## config.mk

```make
export PLATFORM = sky130hd
export DESIGN_NAME = triple_buck_config_sequencer
export DESIGN_NICKNAME = d
export VERILOG_FILES = /design/src/logic/buck_seq_pkg.sv /design/src/logic/triple_buck_config_sequencer.sv
export SDC_FILE = /design/constraint.sdc
export NUM_CORES = 1
export LEC_CHECK = 0
export BUFFER_PORTS_ARGS = -buffer_cell sky130_fd_sc_hd__clkbuf_2
export CAP_MARGIN = 20
export CORE_UTILIZATION = 55
export CTS_CLUSTER_SIZE = 20
export DETAILED_ROUTE_END_ITERATION = 16
export GPL_TIMING_DRIVEN = 0
export PLACE_DENSITY_LB_ADDON = 0.12
export RECOVER_POWER = 50
export SETUP_SLACK_MARGIN = 0.3
export SYNTH_ARGS = -nofsm -noshare
export SYNTH_HDL_FRONTEND = slang
export SYNTH_SLANG_ARGS = --single-unit
```

## constraint.sdc

```tcl
create_clock -name clock -period 10.49 [get_ports clock]
set_clock_uncertainty 0.15 [all_clocks]
set_input_delay 2.098 -clock clock [delete_from_list [all_inputs] [get_ports clock]]
set_output_delay 2.098 -clock clock [all_outputs]
set_load 0.005 [all_outputs]
```

## src/logic/buck_seq_pkg.sv

```systemverilog
// constants, field layouts and carrier types of the three-channel buck sequencer
// assumes one 20 MHz system clock and a single sequencer instance per device
package buck_seq_pkg;

    localparam int NUM_CH   = 3;
    localparam int NUM_REGS = 10;

    // register offsets (byte sub-addresses on the serial bus)
    localparam int OFS_VOUT0  = 'h00;
    localparam int OFS_TIMING0 = 'h03;
    localparam int OFS_ILIM0  = 'h06;
    localparam int OFS_FREQ   = 'h09;

    // field layouts
    localparam int EXT_FB_BIT = 7;
    localparam int VCODE_W    = 6;
    localparam int ILIM_W     = 3;
    localparam int TCODE_W    = 3;
    localparam int DLY_LSB    = 4;
    localparam int FSW_W      = 5;
    localparam int PHASE_LSB  = 5;
    localparam int PHASE_W    = 2;

    // timing figures in their own units
    localparam int CLK_NS       = 50;
    localparam int CLK_KHZ      = 20000;
    localparam int FSW_STEP_KHZ = 100;
    localparam int FSW_BASE_KHZ = 300;
    localparam int FSW_MAX_KHZ  = 2200;
    localparam int REF_FSW_KHZ  = 1000;
    localparam int DLY_STEP_US  = 5000;
    localparam int SS_STEP_US   = 500;
    localparam int PG_RESET_US  = 1000000;
    localparam int NV_LOAD_NS   = 200000;

    // derived counts
    localparam int ACC_W          = 8;
    localparam int ACC_FULL       = CLK_KHZ / FSW_STEP_KHZ;
    localparam int ACC_HALF       = ACC_FULL / 2;
    localparam int FSW_BASE_STEPS = FSW_BASE_KHZ / FSW_STEP_KHZ;
    localparam logic [FSW_W-1:0] FSW_CODE_MAX = FSW_W'((FSW_MAX_KHZ - FSW_BASE_KHZ) / FSW_STEP_KHZ);
    localparam int DLY_STEP_SW    = DLY_STEP_US * REF_FSW_KHZ / 1000;
    localparam int SS_STEP_SW     = SS_STEP_US * REF_FSW_KHZ / 1000;
    localparam int PG_RESET_SW    = PG_RESET_US / 1000 * REF_FSW_KHZ;
    localparam int NV_LOAD_CYC    = (NV_LOAD_NS + CLK_NS - 1) / CLK_NS;

    // serial bus slave address, value arbitrary
    localparam logic [6:0] BUS_ADDR_DEFAULT = 7'h2A;

    typedef logic [NUM_REGS-1:0][7:0] reg_image_t;

    typedef enum logic [1:0] {
        CH_OFF   = 2'b00,
        CH_DELAY = 2'b01,
        CH_SOFT  = 2'b10,
        CH_ON    = 2'b11
    } ch_state_t;

    typedef enum logic [2:0] {
        BUS_IDLE = 3'b000,
        BUS_ADR  = 3'b001,
        BUS_SUB  = 3'b010,
        BUS_WR   = 3'b011,
        BUS_RD   = 3'b100
    } bus_state_t;

    typedef struct packed {
        logic                 run;
        logic                 soft_start;
        logic                 external_feedback_select;
        logic [VCODE_W-1:0]   vout_code;
        logic [ILIM_W-1:0]    ilim_code;
    } chan_ctrl_t;

    typedef struct packed {
        logic above_90;
        logic below_85;
    } output_sense_t;

endpackage

```

## src/logic/triple_buck_config_sequencer.sv

```systemverilog
// configuration registers, serial-bus slave and start-up sequencer of a triple buck converter
// assumes bus pins and comparator results are synchronous to clock; analog loops sit outside
//
// Operation
// three output-voltage registers at sub-addresses 00h..02h, 6-bit code each
// bit 7 of a voltage register selects external divider feedback
// low five bits of 09h set switching frequency, 300 kHz plus 100 kHz steps
// low three bits of 06h..08h set each peak current limit
// low three bits of 03h..05h set soft-start of converters 1..3
// soft-start counts switching cycles, 500 per step at 1 MHz
// a converter starts only with enable high and its select bit set
// bits 6..4 of the timing register set the start-up delay
// start-up delay counts switching cycles, 5000 per step at 1 MHz
// sync input ignored until power-good has been asserted
// host keeps internal frequency below the sync frequency
// locking to sync scales all cycle-counted timings with it
// bits 6..5 of 09h pick in-phase or one converter shifted 180 degrees
// light-load mode enables zero-current turn-off and pulse skipping together
// host sets opposite phase and equal voltage codes for paralleled converters
// power-good drops below 85 percent, rises after 90 percent plus reset timer
// power-on copies the nonvolatile store into registers, bus held off meanwhile
// every setting field maps linearly from code zero upward, except that frequency codes above 19 are held at 19
// unselected converters stay off and are left out of power-good
module triple_buck_config_sequencer
    import buck_seq_pkg::*;
#(
    parameter int         PG_RESET_CYCLES = PG_RESET_SW,
    parameter int         DLY_STEP_CYCLES = DLY_STEP_SW,
    parameter int         SS_STEP_CYCLES  = SS_STEP_SW,
    parameter logic [6:0] BUS_ADDR        = BUS_ADDR_DEFAULT,
    parameter int         CNT_W           = 20
)(
    input  wire logic                        clock,
    input  wire logic                        srst,
    input  wire logic                        scl_in,
    input  wire logic                        sda_in,
    output logic                             sda_out,
    output logic                             sda_oe,
    input  wire logic                        enable_in,
    input  wire logic [NUM_CH-1:0]           channel_select,
    input  wire logic                        sync_in,
    input  wire logic                        light_load_skip_mode,
    input  wire reg_image_t                  nonvolatile_store,
    input  wire output_sense_t [NUM_CH-1:0]  output_sense,
    output chan_ctrl_t [NUM_CH-1:0]          chan_ctrl,
    output logic [NUM_CH-1:0]                switch_pulse,
    output logic [FSW_W-1:0]                 fsw_code,
    output logic                             zero_current_detector_en,
    output logic                             pulse_skip_en,
    output logic                             constant_frequency_conduction,
    output logic                             power_good_out,
    output logic                             power_good_pull_oe,
    output logic                             nv_load_busy
);

    reg_image_t         regs_q;
    logic               loading_q;
    logic [CNT_W-1:0]   load_cnt_q;
    logic               pg_q;
    logic [CNT_W-1:0]   pg_cnt_q;
    logic [NUM_CH-1:0]  ch_ok;
    logic [NUM_CH-1:0]  ch_low;
    logic [NUM_CH-1:0]  pulse_q;
    logic               ll_q;

    ////////////////////////////////////////////////////////////////////////////
    // power-on load from the nonvolatile store

    wire load_last = loading_q & (load_cnt_q == CNT_W'(NV_LOAD_CYC - 1));

    always_ff @(posedge clock)
    begin
        if (srst)
        begin
            loading_q  <= 1'b1;
            load_cnt_q <= '0;
        end
        else if (loading_q)
        begin
            loading_q  <= ~load_last;
            load_cnt_q <= load_cnt_q + CNT_W'(1);
        end
    end

    assign nv_load_busy = loading_q;

    ////////////////////////////////////////////////////////////////////////////
    // serial bus slave, open drain data line

    bus_state_t  bst_q;
    logic [3:0]  bit_q;
    logic [7:0]  sh_q;
    logic [7:0]  sub_q;
    logic        ack_q;
    logic        rw_q;
    logic        scl_q;
    logic        sda_q;

    wire scl_rise  = scl_in & ~scl_q;
    wire scl_fall  = ~scl_in & scl_q;
    wire bus_start = scl_in & scl_q & sda_q & ~sda_in;
    wire bus_stop  = scl_in & scl_q & ~sda_q & sda_in;
    wire byte_end  = scl_fall & (bit_q == 4'h7);
    wire ack_end   = scl_fall & (bit_q == 4'h8);
    wire sub_hit   = sub_q < 8'(NUM_REGS);
    // the slave stays deaf while the store is being copied
    wire addr_ok   = (sh_q[7:1] == BUS_ADDR) & ~loading_q;
    wire wr_en     = byte_end & (bst_q == BUS_WR) & sub_hit;
    wire [7:0] rd_data = sub_hit ? regs_q[sub_q[3:0]] : 8'h00;
    wire next_rd   = (bst_q == BUS_RD) | ((bst_q == BUS_ADR) & rw_q);

    always_ff @(posedge clock)
    begin
        if (srst)
        begin
            scl_q <= 1'b1;
            sda_q <= 1'b1;
        end
        else
        begin
            scl_q <= scl_in;
            sda_q <= sda_in;
        end
    end

    always_ff @(posedge clock)
    begin
        if (srst | bus_stop)
        begin
            bst_q <= BUS_IDLE;
            bit_q <= 4'h0;
            ack_q <= 1'b0;
        end
        else if (bus_start)
        begin
            bst_q <= BUS_ADR;
            // the scl fall that closes the start wraps this to zero, so it is not counted as a bit
            bit_q <= 4'hF;
            ack_q <= 1'b0;
        end
        else if (bst_q != BUS_IDLE)
        begin
            if (scl_rise & (bit_q < 4'h8) & (bst_q != BUS_RD))
                sh_q <= {sh_q[6:0], sda_in};
            if (scl_rise & (bit_q == 4'h8) & (bst_q == BUS_RD) & sda_in)
                bst_q <= BUS_IDLE;
            if (byte_end)
            begin
                bit_q <= 4'h8;
                ack_q <= (bst_q != BUS_RD) & ((bst_q != BUS_ADR) | addr_ok);
                case (bst_q)
                    BUS_ADR:
                    begin
                        rw_q <= sh_q[0];
                        if (!addr_ok)
                            bst_q <= BUS_IDLE;
                    end
                    BUS_SUB: sub_q <= sh_q;
                    BUS_WR:  sub_q <= sub_q + 8'h01;
                    default: ;
                endcase
            end
            else if (ack_end)
            begin
                bit_q <= 4'h0;
                ack_q <= 1'b0;
                if (next_rd)
                begin
                    bst_q <= BUS_RD;
                    sh_q  <= rd_data;
                    sub_q <= sub_q + 8'h01;
                end
                else if (bst_q == BUS_ADR)
                    bst_q <= BUS_SUB;
                else
                    bst_q <= BUS_WR;
            end
            else if (scl_fall)
            begin
                bit_q <= bit_q + 4'h1;
                if (bst_q == BUS_RD)
                    sh_q <= {sh_q[6:0], 1'b0};
            end
        end
    end

    assign sda_out = 1'b0;
    assign sda_oe  = ack_q | ((bst_q == BUS_RD) & (bit_q < 4'h8) & ~sh_q[7]);

    ////////////////////////////////////////////////////////////////////////////
    // register file

    always_ff @(posedge clock)
    begin
        if (srst)
            regs_q <= '0;
        else if (load_last)
            regs_q <= nonvolatile_store;
        else if (wr_en)
            regs_q[sub_q[3:0]] <= sh_q;
    end

    ////////////////////////////////////////////////////////////////////////////
    // switching oscillator and sync

    logic [ACC_W-1:0] acc_q;
    logic             sync_q;
    logic             sync_lock_q;

    wire [FSW_W-1:0] fcode_raw = regs_q[OFS_FREQ][FSW_W-1:0];
    // codes above the top of the range are held at the top rather than overclocking
    wire [FSW_W-1:0] fcode = (fcode_raw > FSW_CODE_MAX) ? FSW_CODE_MAX : fcode_raw;
    wire [ACC_W-1:0] inc = ACC_W'(fcode) + ACC_W'(FSW_BASE_STEPS);
    wire [ACC_W-1:0] acc_sum = acc_q + inc;
    wire osc_wrap  = acc_sum >= ACC_W'(ACC_FULL);
    wire half_tick = (acc_q < ACC_W'(ACC_HALF)) & (acc_sum >= ACC_W'(ACC_HALF));
    wire sync_rise = sync_in & ~sync_q;
    // once locked every count below advances on the external edge
    wire sw_tick = sync_lock_q ? sync_rise : osc_wrap;
    wire [PHASE_W-1:0] phase_sel = regs_q[OFS_FREQ][PHASE_LSB +: PHASE_W];

    always_ff @(posedge clock)
    begin
        if (srst)
            acc_q <= '0;
        else if (sync_lock_q & sync_rise)
            acc_q <= '0;
        else
            acc_q <= osc_wrap ? acc_sum - ACC_W'(ACC_FULL) : acc_sum;
    end

    always_ff @(posedge clock)
    begin
        if (srst)
        begin
            sync_q      <= 1'b0;
            sync_lock_q <= 1'b0;
        end
        else
        begin
            sync_q      <= sync_in;
            sync_lock_q <= pg_q & (sync_lock_q | sync_rise);
        end
    end

    assign fsw_code = fcode;

    ////////////////////////////////////////////////////////////////////////////
    // per-channel sequencers

    for (genvar i = 0; i < NUM_CH; i++)
    begin : g_ch
        ch_state_t        st_q;
        logic [CNT_W-1:0] cnt_q;

        wire [7:0] tim  = regs_q[OFS_TIMING0 + i];
        wire [7:0] vreg = regs_q[OFS_VOUT0 + i];
        wire       go   = enable_in & channel_select[i];
        wire [CNT_W-1:0] dly_lim =
            CNT_W'(tim[DLY_LSB +: TCODE_W]) * CNT_W'(DLY_STEP_CYCLES);
        wire [CNT_W-1:0] ss_lim =
            (CNT_W'(tim[TCODE_W-1:0]) + CNT_W'(1)) * CNT_W'(SS_STEP_CYCLES);
        wire shifted = phase_sel == PHASE_W'(i + 1);
        wire run     = (st_q == CH_SOFT) | (st_q == CH_ON);

        always_ff @(posedge clock)
        begin
            if (srst | ~go)
            begin
                st_q  <= CH_OFF;
                cnt_q <= '0;
            end
            else
            begin
                case (st_q)
                    CH_OFF:
                    begin
                        st_q  <= CH_DELAY;
                        cnt_q <= '0;
                    end
                    CH_DELAY:
                        if (cnt_q == dly_lim)
                        begin
                            st_q  <= CH_SOFT;
                            cnt_q <= '0;
                        end
                        else if (sw_tick)
                            cnt_q <= cnt_q + CNT_W'(1);
                    CH_SOFT:
                        if (cnt_q == ss_lim)
                            st_q <= CH_ON;
                        else if (sw_tick)
                            cnt_q <= cnt_q + CNT_W'(1);
                    CH_ON: ;
                    default: st_q <= CH_OFF;
                endcase
            end
        end

        always_ff @(posedge clock)
        begin
            if (srst)
                pulse_q[i] <= 1'b0;
            else
                pulse_q[i] <= run & (shifted ? half_tick : sw_tick);
        end

        assign chan_ctrl[i] = {run, st_q == CH_SOFT, vreg[EXT_FB_BIT],
                               vreg[VCODE_W-1:0],
                               regs_q[OFS_ILIM0 + i][ILIM_W-1:0]};
        assign ch_ok[i]  = ~go | ((st_q == CH_ON) & output_sense[i].above_90);
        assign ch_low[i] = go & ((st_q != CH_ON) | output_sense[i].below_85);
    end

    assign switch_pulse = pulse_q;

    ////////////////////////////////////////////////////////////////////////////
    // power good with hysteresis between the two comparator levels

    wire pg_drop  = ~enable_in | ~(|channel_select) | (|ch_low);
    wire pg_ready = &ch_ok;

    always_ff @(posedge clock)
    begin
        if (srst | pg_drop | (~pg_q & ~pg_ready))
        begin
            pg_q     <= 1'b0;
            pg_cnt_q <= '0;
        end
        else if (sw_tick & ~pg_q)
        begin
            if (pg_cnt_q == CNT_W'(PG_RESET_CYCLES - 1))
                pg_q <= 1'b1;
            else
                pg_cnt_q <= pg_cnt_q + CNT_W'(1);
        end
    end

    assign power_good_out     = pg_q;
    assign power_good_pull_oe = ~pg_q;

    ////////////////////////////////////////////////////////////////////////////
    // light-load mode

    always_ff @(posedge clock)
    begin
        if (srst)
            ll_q <= 1'b0;
        else
            ll_q <= light_load_skip_mode;
    end

    assign zero_current_detector_en      = ll_q;
    assign pulse_skip_en                 = ll_q;
    assign constant_frequency_conduction = ~ll_q;

endmodule

```

==> reports/qor.yml <==
die_h_um: 171
grt_pass1_wl_um: 72200
overflow: 0
grt_max_degree: 14
worstSetupPathType: "reg -> reg"
synthCells: 1966
max_slew.worst_pin.slew_ps: 1560
cp_top_family: "adder cells"
cp_max_fo: 10
min_path_type: "reg -> reg"
hold_viol: 0
max_freq_mhz: 187
grt_antenna_before_repair: 0
insertion_delay_ps: 550
synth_edf_count: 17
grt_pass1_vias: 13800
die-area_um2: 29400
ys_warn_count: 0
drive_above_1_share: 0.117
status: "finished with violations"
rr_worst_depth: 15
cts_sinks: 229
route.detailed.drc: 0
syn_avg_cell_area_um2: 8.02
async_flop_share: 0
top_level_ports: 148
endpoint_kind: "flip-flop"
relSlewSlack: -0.0486
drt-initial-drc-count: 1159
cts_htree_levels: 1
clockRootBuffer: "clkbuf_16"
irDropWorstVdd_v: 0.000124
initial_core_util: 0.563
syn2layout_area_growth_pct: 13.0
crit_buf_inv: 2
setup-tns-final_ps: 0
required_ps: 10750
violations: "capacitance limit, slew limit"
setup_viol: 0
firstDrtPassIters: 5
rsz0062_at_grt: "false"
clockBufferDepth: 3
clk_pin_slew_ps: 60
rows: 61
cts_made_buffers: 28
startpoint_type: "flip-flop"
core-area_um2: 28000
ys_seq_area_frac: 0.301
cp_slowest_cell: "xor2_1"
cpPeakStageDelay_ps: 660
cap_violations: 1
postCtsSetupRepairBufs: 0
io_buffers: 146
post_cts_resize_count: 0
cts_tree: "built"
gp_congestion: 0.947
hold_buffers: 0
layout_min_cycle_time_ps: 5350
instances_no_fill: 2542
fp.dieW_um: 171
routedWlPerCell_um: 17.9
syn_area_um2: 15800
synth_nets: 2189
powerDensity_nw_per_um2: 109
crit_arrival_ps: 5610
leakage_uw: 0.00747
min_period_over_period: 0.510
hold_depth: 2
viasPerCell: 5.79
place_hpwl_um: 34300
ys_ff_latch: 229
synth_top_area_share: 0.269
wirelength_um: 45400
synth_ff_type: "dfxtp_1"
slew_viol_final: 11
final_cell_area_um2: 17800
r2r_slack_ps: 5140
vias: 14700
synth.largest_area_cell: "dfxtp_1"
path_cells: "ha_1 -> xor2_1 -> ha_1 -> fa_1 -> inv_1 -> fa_1 -> xnor2_1 -> nor4_1 -> nand4_1 -> a2111oi_2 -> nand3_1 -> clkbuf_1 -> nand3_1 -> xor2_1 -> nor2_1"
final_nets: 2365
grt_use_total: 0.312
diodes: 0
placedCellCount: 2490
place_area_um2: 17000
synth.distinct_cells: 71
path_depth: 15
ant_nets: 0
synth.area.top_cells: "dfxtp_1 27%, ha_1 7.7%, nand3_1 6.5%, nor2_1 5.8%, xnor2_1 5.4%"
==> worst reg2reg max path, stage by stage, from the launching register on <==
cell	delay, ps
dfxtp_1	560
ha_1	280
xor2_1	660
ha_1	390
fa_1	540
inv_1	60
fa_1	490
xnor2_1	140
nor4_1	270
nand4_1	160
a2111oi_2	380
nand3_1	390
clkbuf_1	340
nand3_1	170
xor2_1	160
nor2_1	60
==> layer usage <==
layer | up-vias | track usage | wire (um)
li1 | 7105 | - | -
met3 | 95 | 0.0327 | 3230
met5 | - | 0 | 0
met1 | 6945 | 0.427 | 20200
met4 | 0 | 0.107 | 1600
met2 | 578 | 0.511 | 20400
==> logic make-up (layout without fill, tap and decap cells) <==
family                   after synthesis  after routing  synth area share
AND/OR/NAND/NOR                      864            864             0.268
AO/OA/AOI/OAI                        261            261            0.0992
buffers and inverters                251            449            0.0687
flip-flops                           229            229             0.301
XOR/XNOR                             179            179            0.0999
adder cells (fa/ha/maj)              127            127             0.115
multiplexers                          54             54            0.0474
other                                  1              1          0.000238
==> path summary, 6_finish.rpt <==
check	start	endpoint
hold / removal	pg_cnt_q[1]$_SDFFE_PP0P_	pg_cnt_q[1]$_SDFFE_PP0P_
setup / recovery	g_ch[0].tim[0]$_SDFFE_PP0P_	g_ch[0].cnt_q[2]$_SDFFE_PP0P_
hold reg to reg	pg_cnt_q[1]$_SDFFE_PP0P_	pg_cnt_q[1]$_SDFFE_PP0P_
setup reg to reg	g_ch[0].tim[0]$_SDFFE_PP0P_	g_ch[0].cnt_q[2]$_SDFFE_PP0P_
==> Yosys cell counts (5+ instances only) <==
cell / instances
clkbuf_1: 104
ha_1: 97
nor2b_1: 30
nand4_1: 47
a31oi_1: 5
nand2_1: 142
or2_2: 11
o211ai_1: 15
mux2i_1: 33
nor3b_1: 5
buf_1: 15
a21oi_1: 70
nand3_1: 205
or3_1: 14
dfxtp_1: 212
buf_4: 35
buf_2: 8
xnor2_1: 98
inv_1: 89
nor2_1: 244
and4_1: 5
o21ai_0: 103
fa_1: 30
nor3_1: 37
xor2_1: 80
edfxtp_1: 17
and2_1: 18
mux4_2: 16
a21o_1: 9
nor4_1: 27
nand3b_1: 6
nand2b_1: 20
and3_1: 32
o22ai_1: 14
mux2_2: 5
==> metrics by stage <==
stage	setup WS (ps)	util	hold slack [ps]	total power, uW
4_1_cts	5180	0.638	325	1950
5_1_grt	4760	0.637	370	1990
3_3_place_gp	5240	0.606	307	1010
3_5_place_dp	5200	0.606	318	1010
2_1_floorplan	6030	-	296	966
6_report	5140	0.637	329	1940
==> sequential cells by signal, summed over array words and instances, names as in the netlist, 9 cells and up <==
signal / flops
chan_ctrl: 9
regs_q: 16
g_ch.vreg: 24
load_cnt_q: 20
pg_cnt_q: 20
g_ch.cnt_q: 60
g_ch.tim: 24
==> power by group <==
group          total (uW)  switching (uW)  internal [uW]
sequential            895            7.52            888
clock                 950             389            561
combinational        96.6            57.4           39.2
==> final cells by class <==
| cell class | instances | area (um2) |
|---|---|---|
| Multi-Input combinational cell | 1486 | 9920 |
| Inverter | 89 | 334 |
| Timing Repair Buffer | 146 | 709 |
| Clock inverter | 15 | 128 |
| Tap cell | 378 | 473 |
| Clock buffer | 37 | 766 |
| Buffer | 162 | 744 |
| Fill cell | 2522 | 10200 |
| Sequential cell | 229 | 4750 |
==> cells in the final DEF, fill, tap and decap left out, types with 5 or more instances in the layout <==
| cell | instances |
|---|---|
| a21o_1 | 9 |
| a21oi_1 | 70 |
| a31oi_1 | 5 |
| and2_1 | 17 |
| and3_1 | 32 |
| and4_1 | 5 |
| buf_1 | 9 |
| buf_2 | 7 |
| clkbuf_1 | 136 |
| clkbuf_16 | 29 |
| clkbuf_2 | 129 |
| clkbuf_4 | 30 |
| clkinv_2 | 9 |
| dfxtp_1 | 212 |
| edfxtp_1 | 17 |
| fa_1 | 30 |
| ha_1 | 97 |
| inv_1 | 89 |
| mux2_2 | 5 |
| mux2i_1 | 33 |
| mux4_2 | 16 |
| nand2_1 | 142 |
| nand2b_1 | 20 |
| nand3_1 | 205 |
| nand3b_1 | 6 |
| nand4_1 | 47 |
| nor2_1 | 244 |
| nor2b_1 | 30 |
| nor3_1 | 37 |
| nor3b_1 | 5 |
| nor4_1 | 27 |
| o211ai_1 | 15 |
| o21ai_0 | 103 |
| o22ai_1 | 14 |
| o31ai_1 | 5 |
| or2_2 | 11 |
| or3_1 | 14 |
| xnor2_1 | 98 |
| xor2_1 | 80 |
Power figures use the tool's default switching activity.
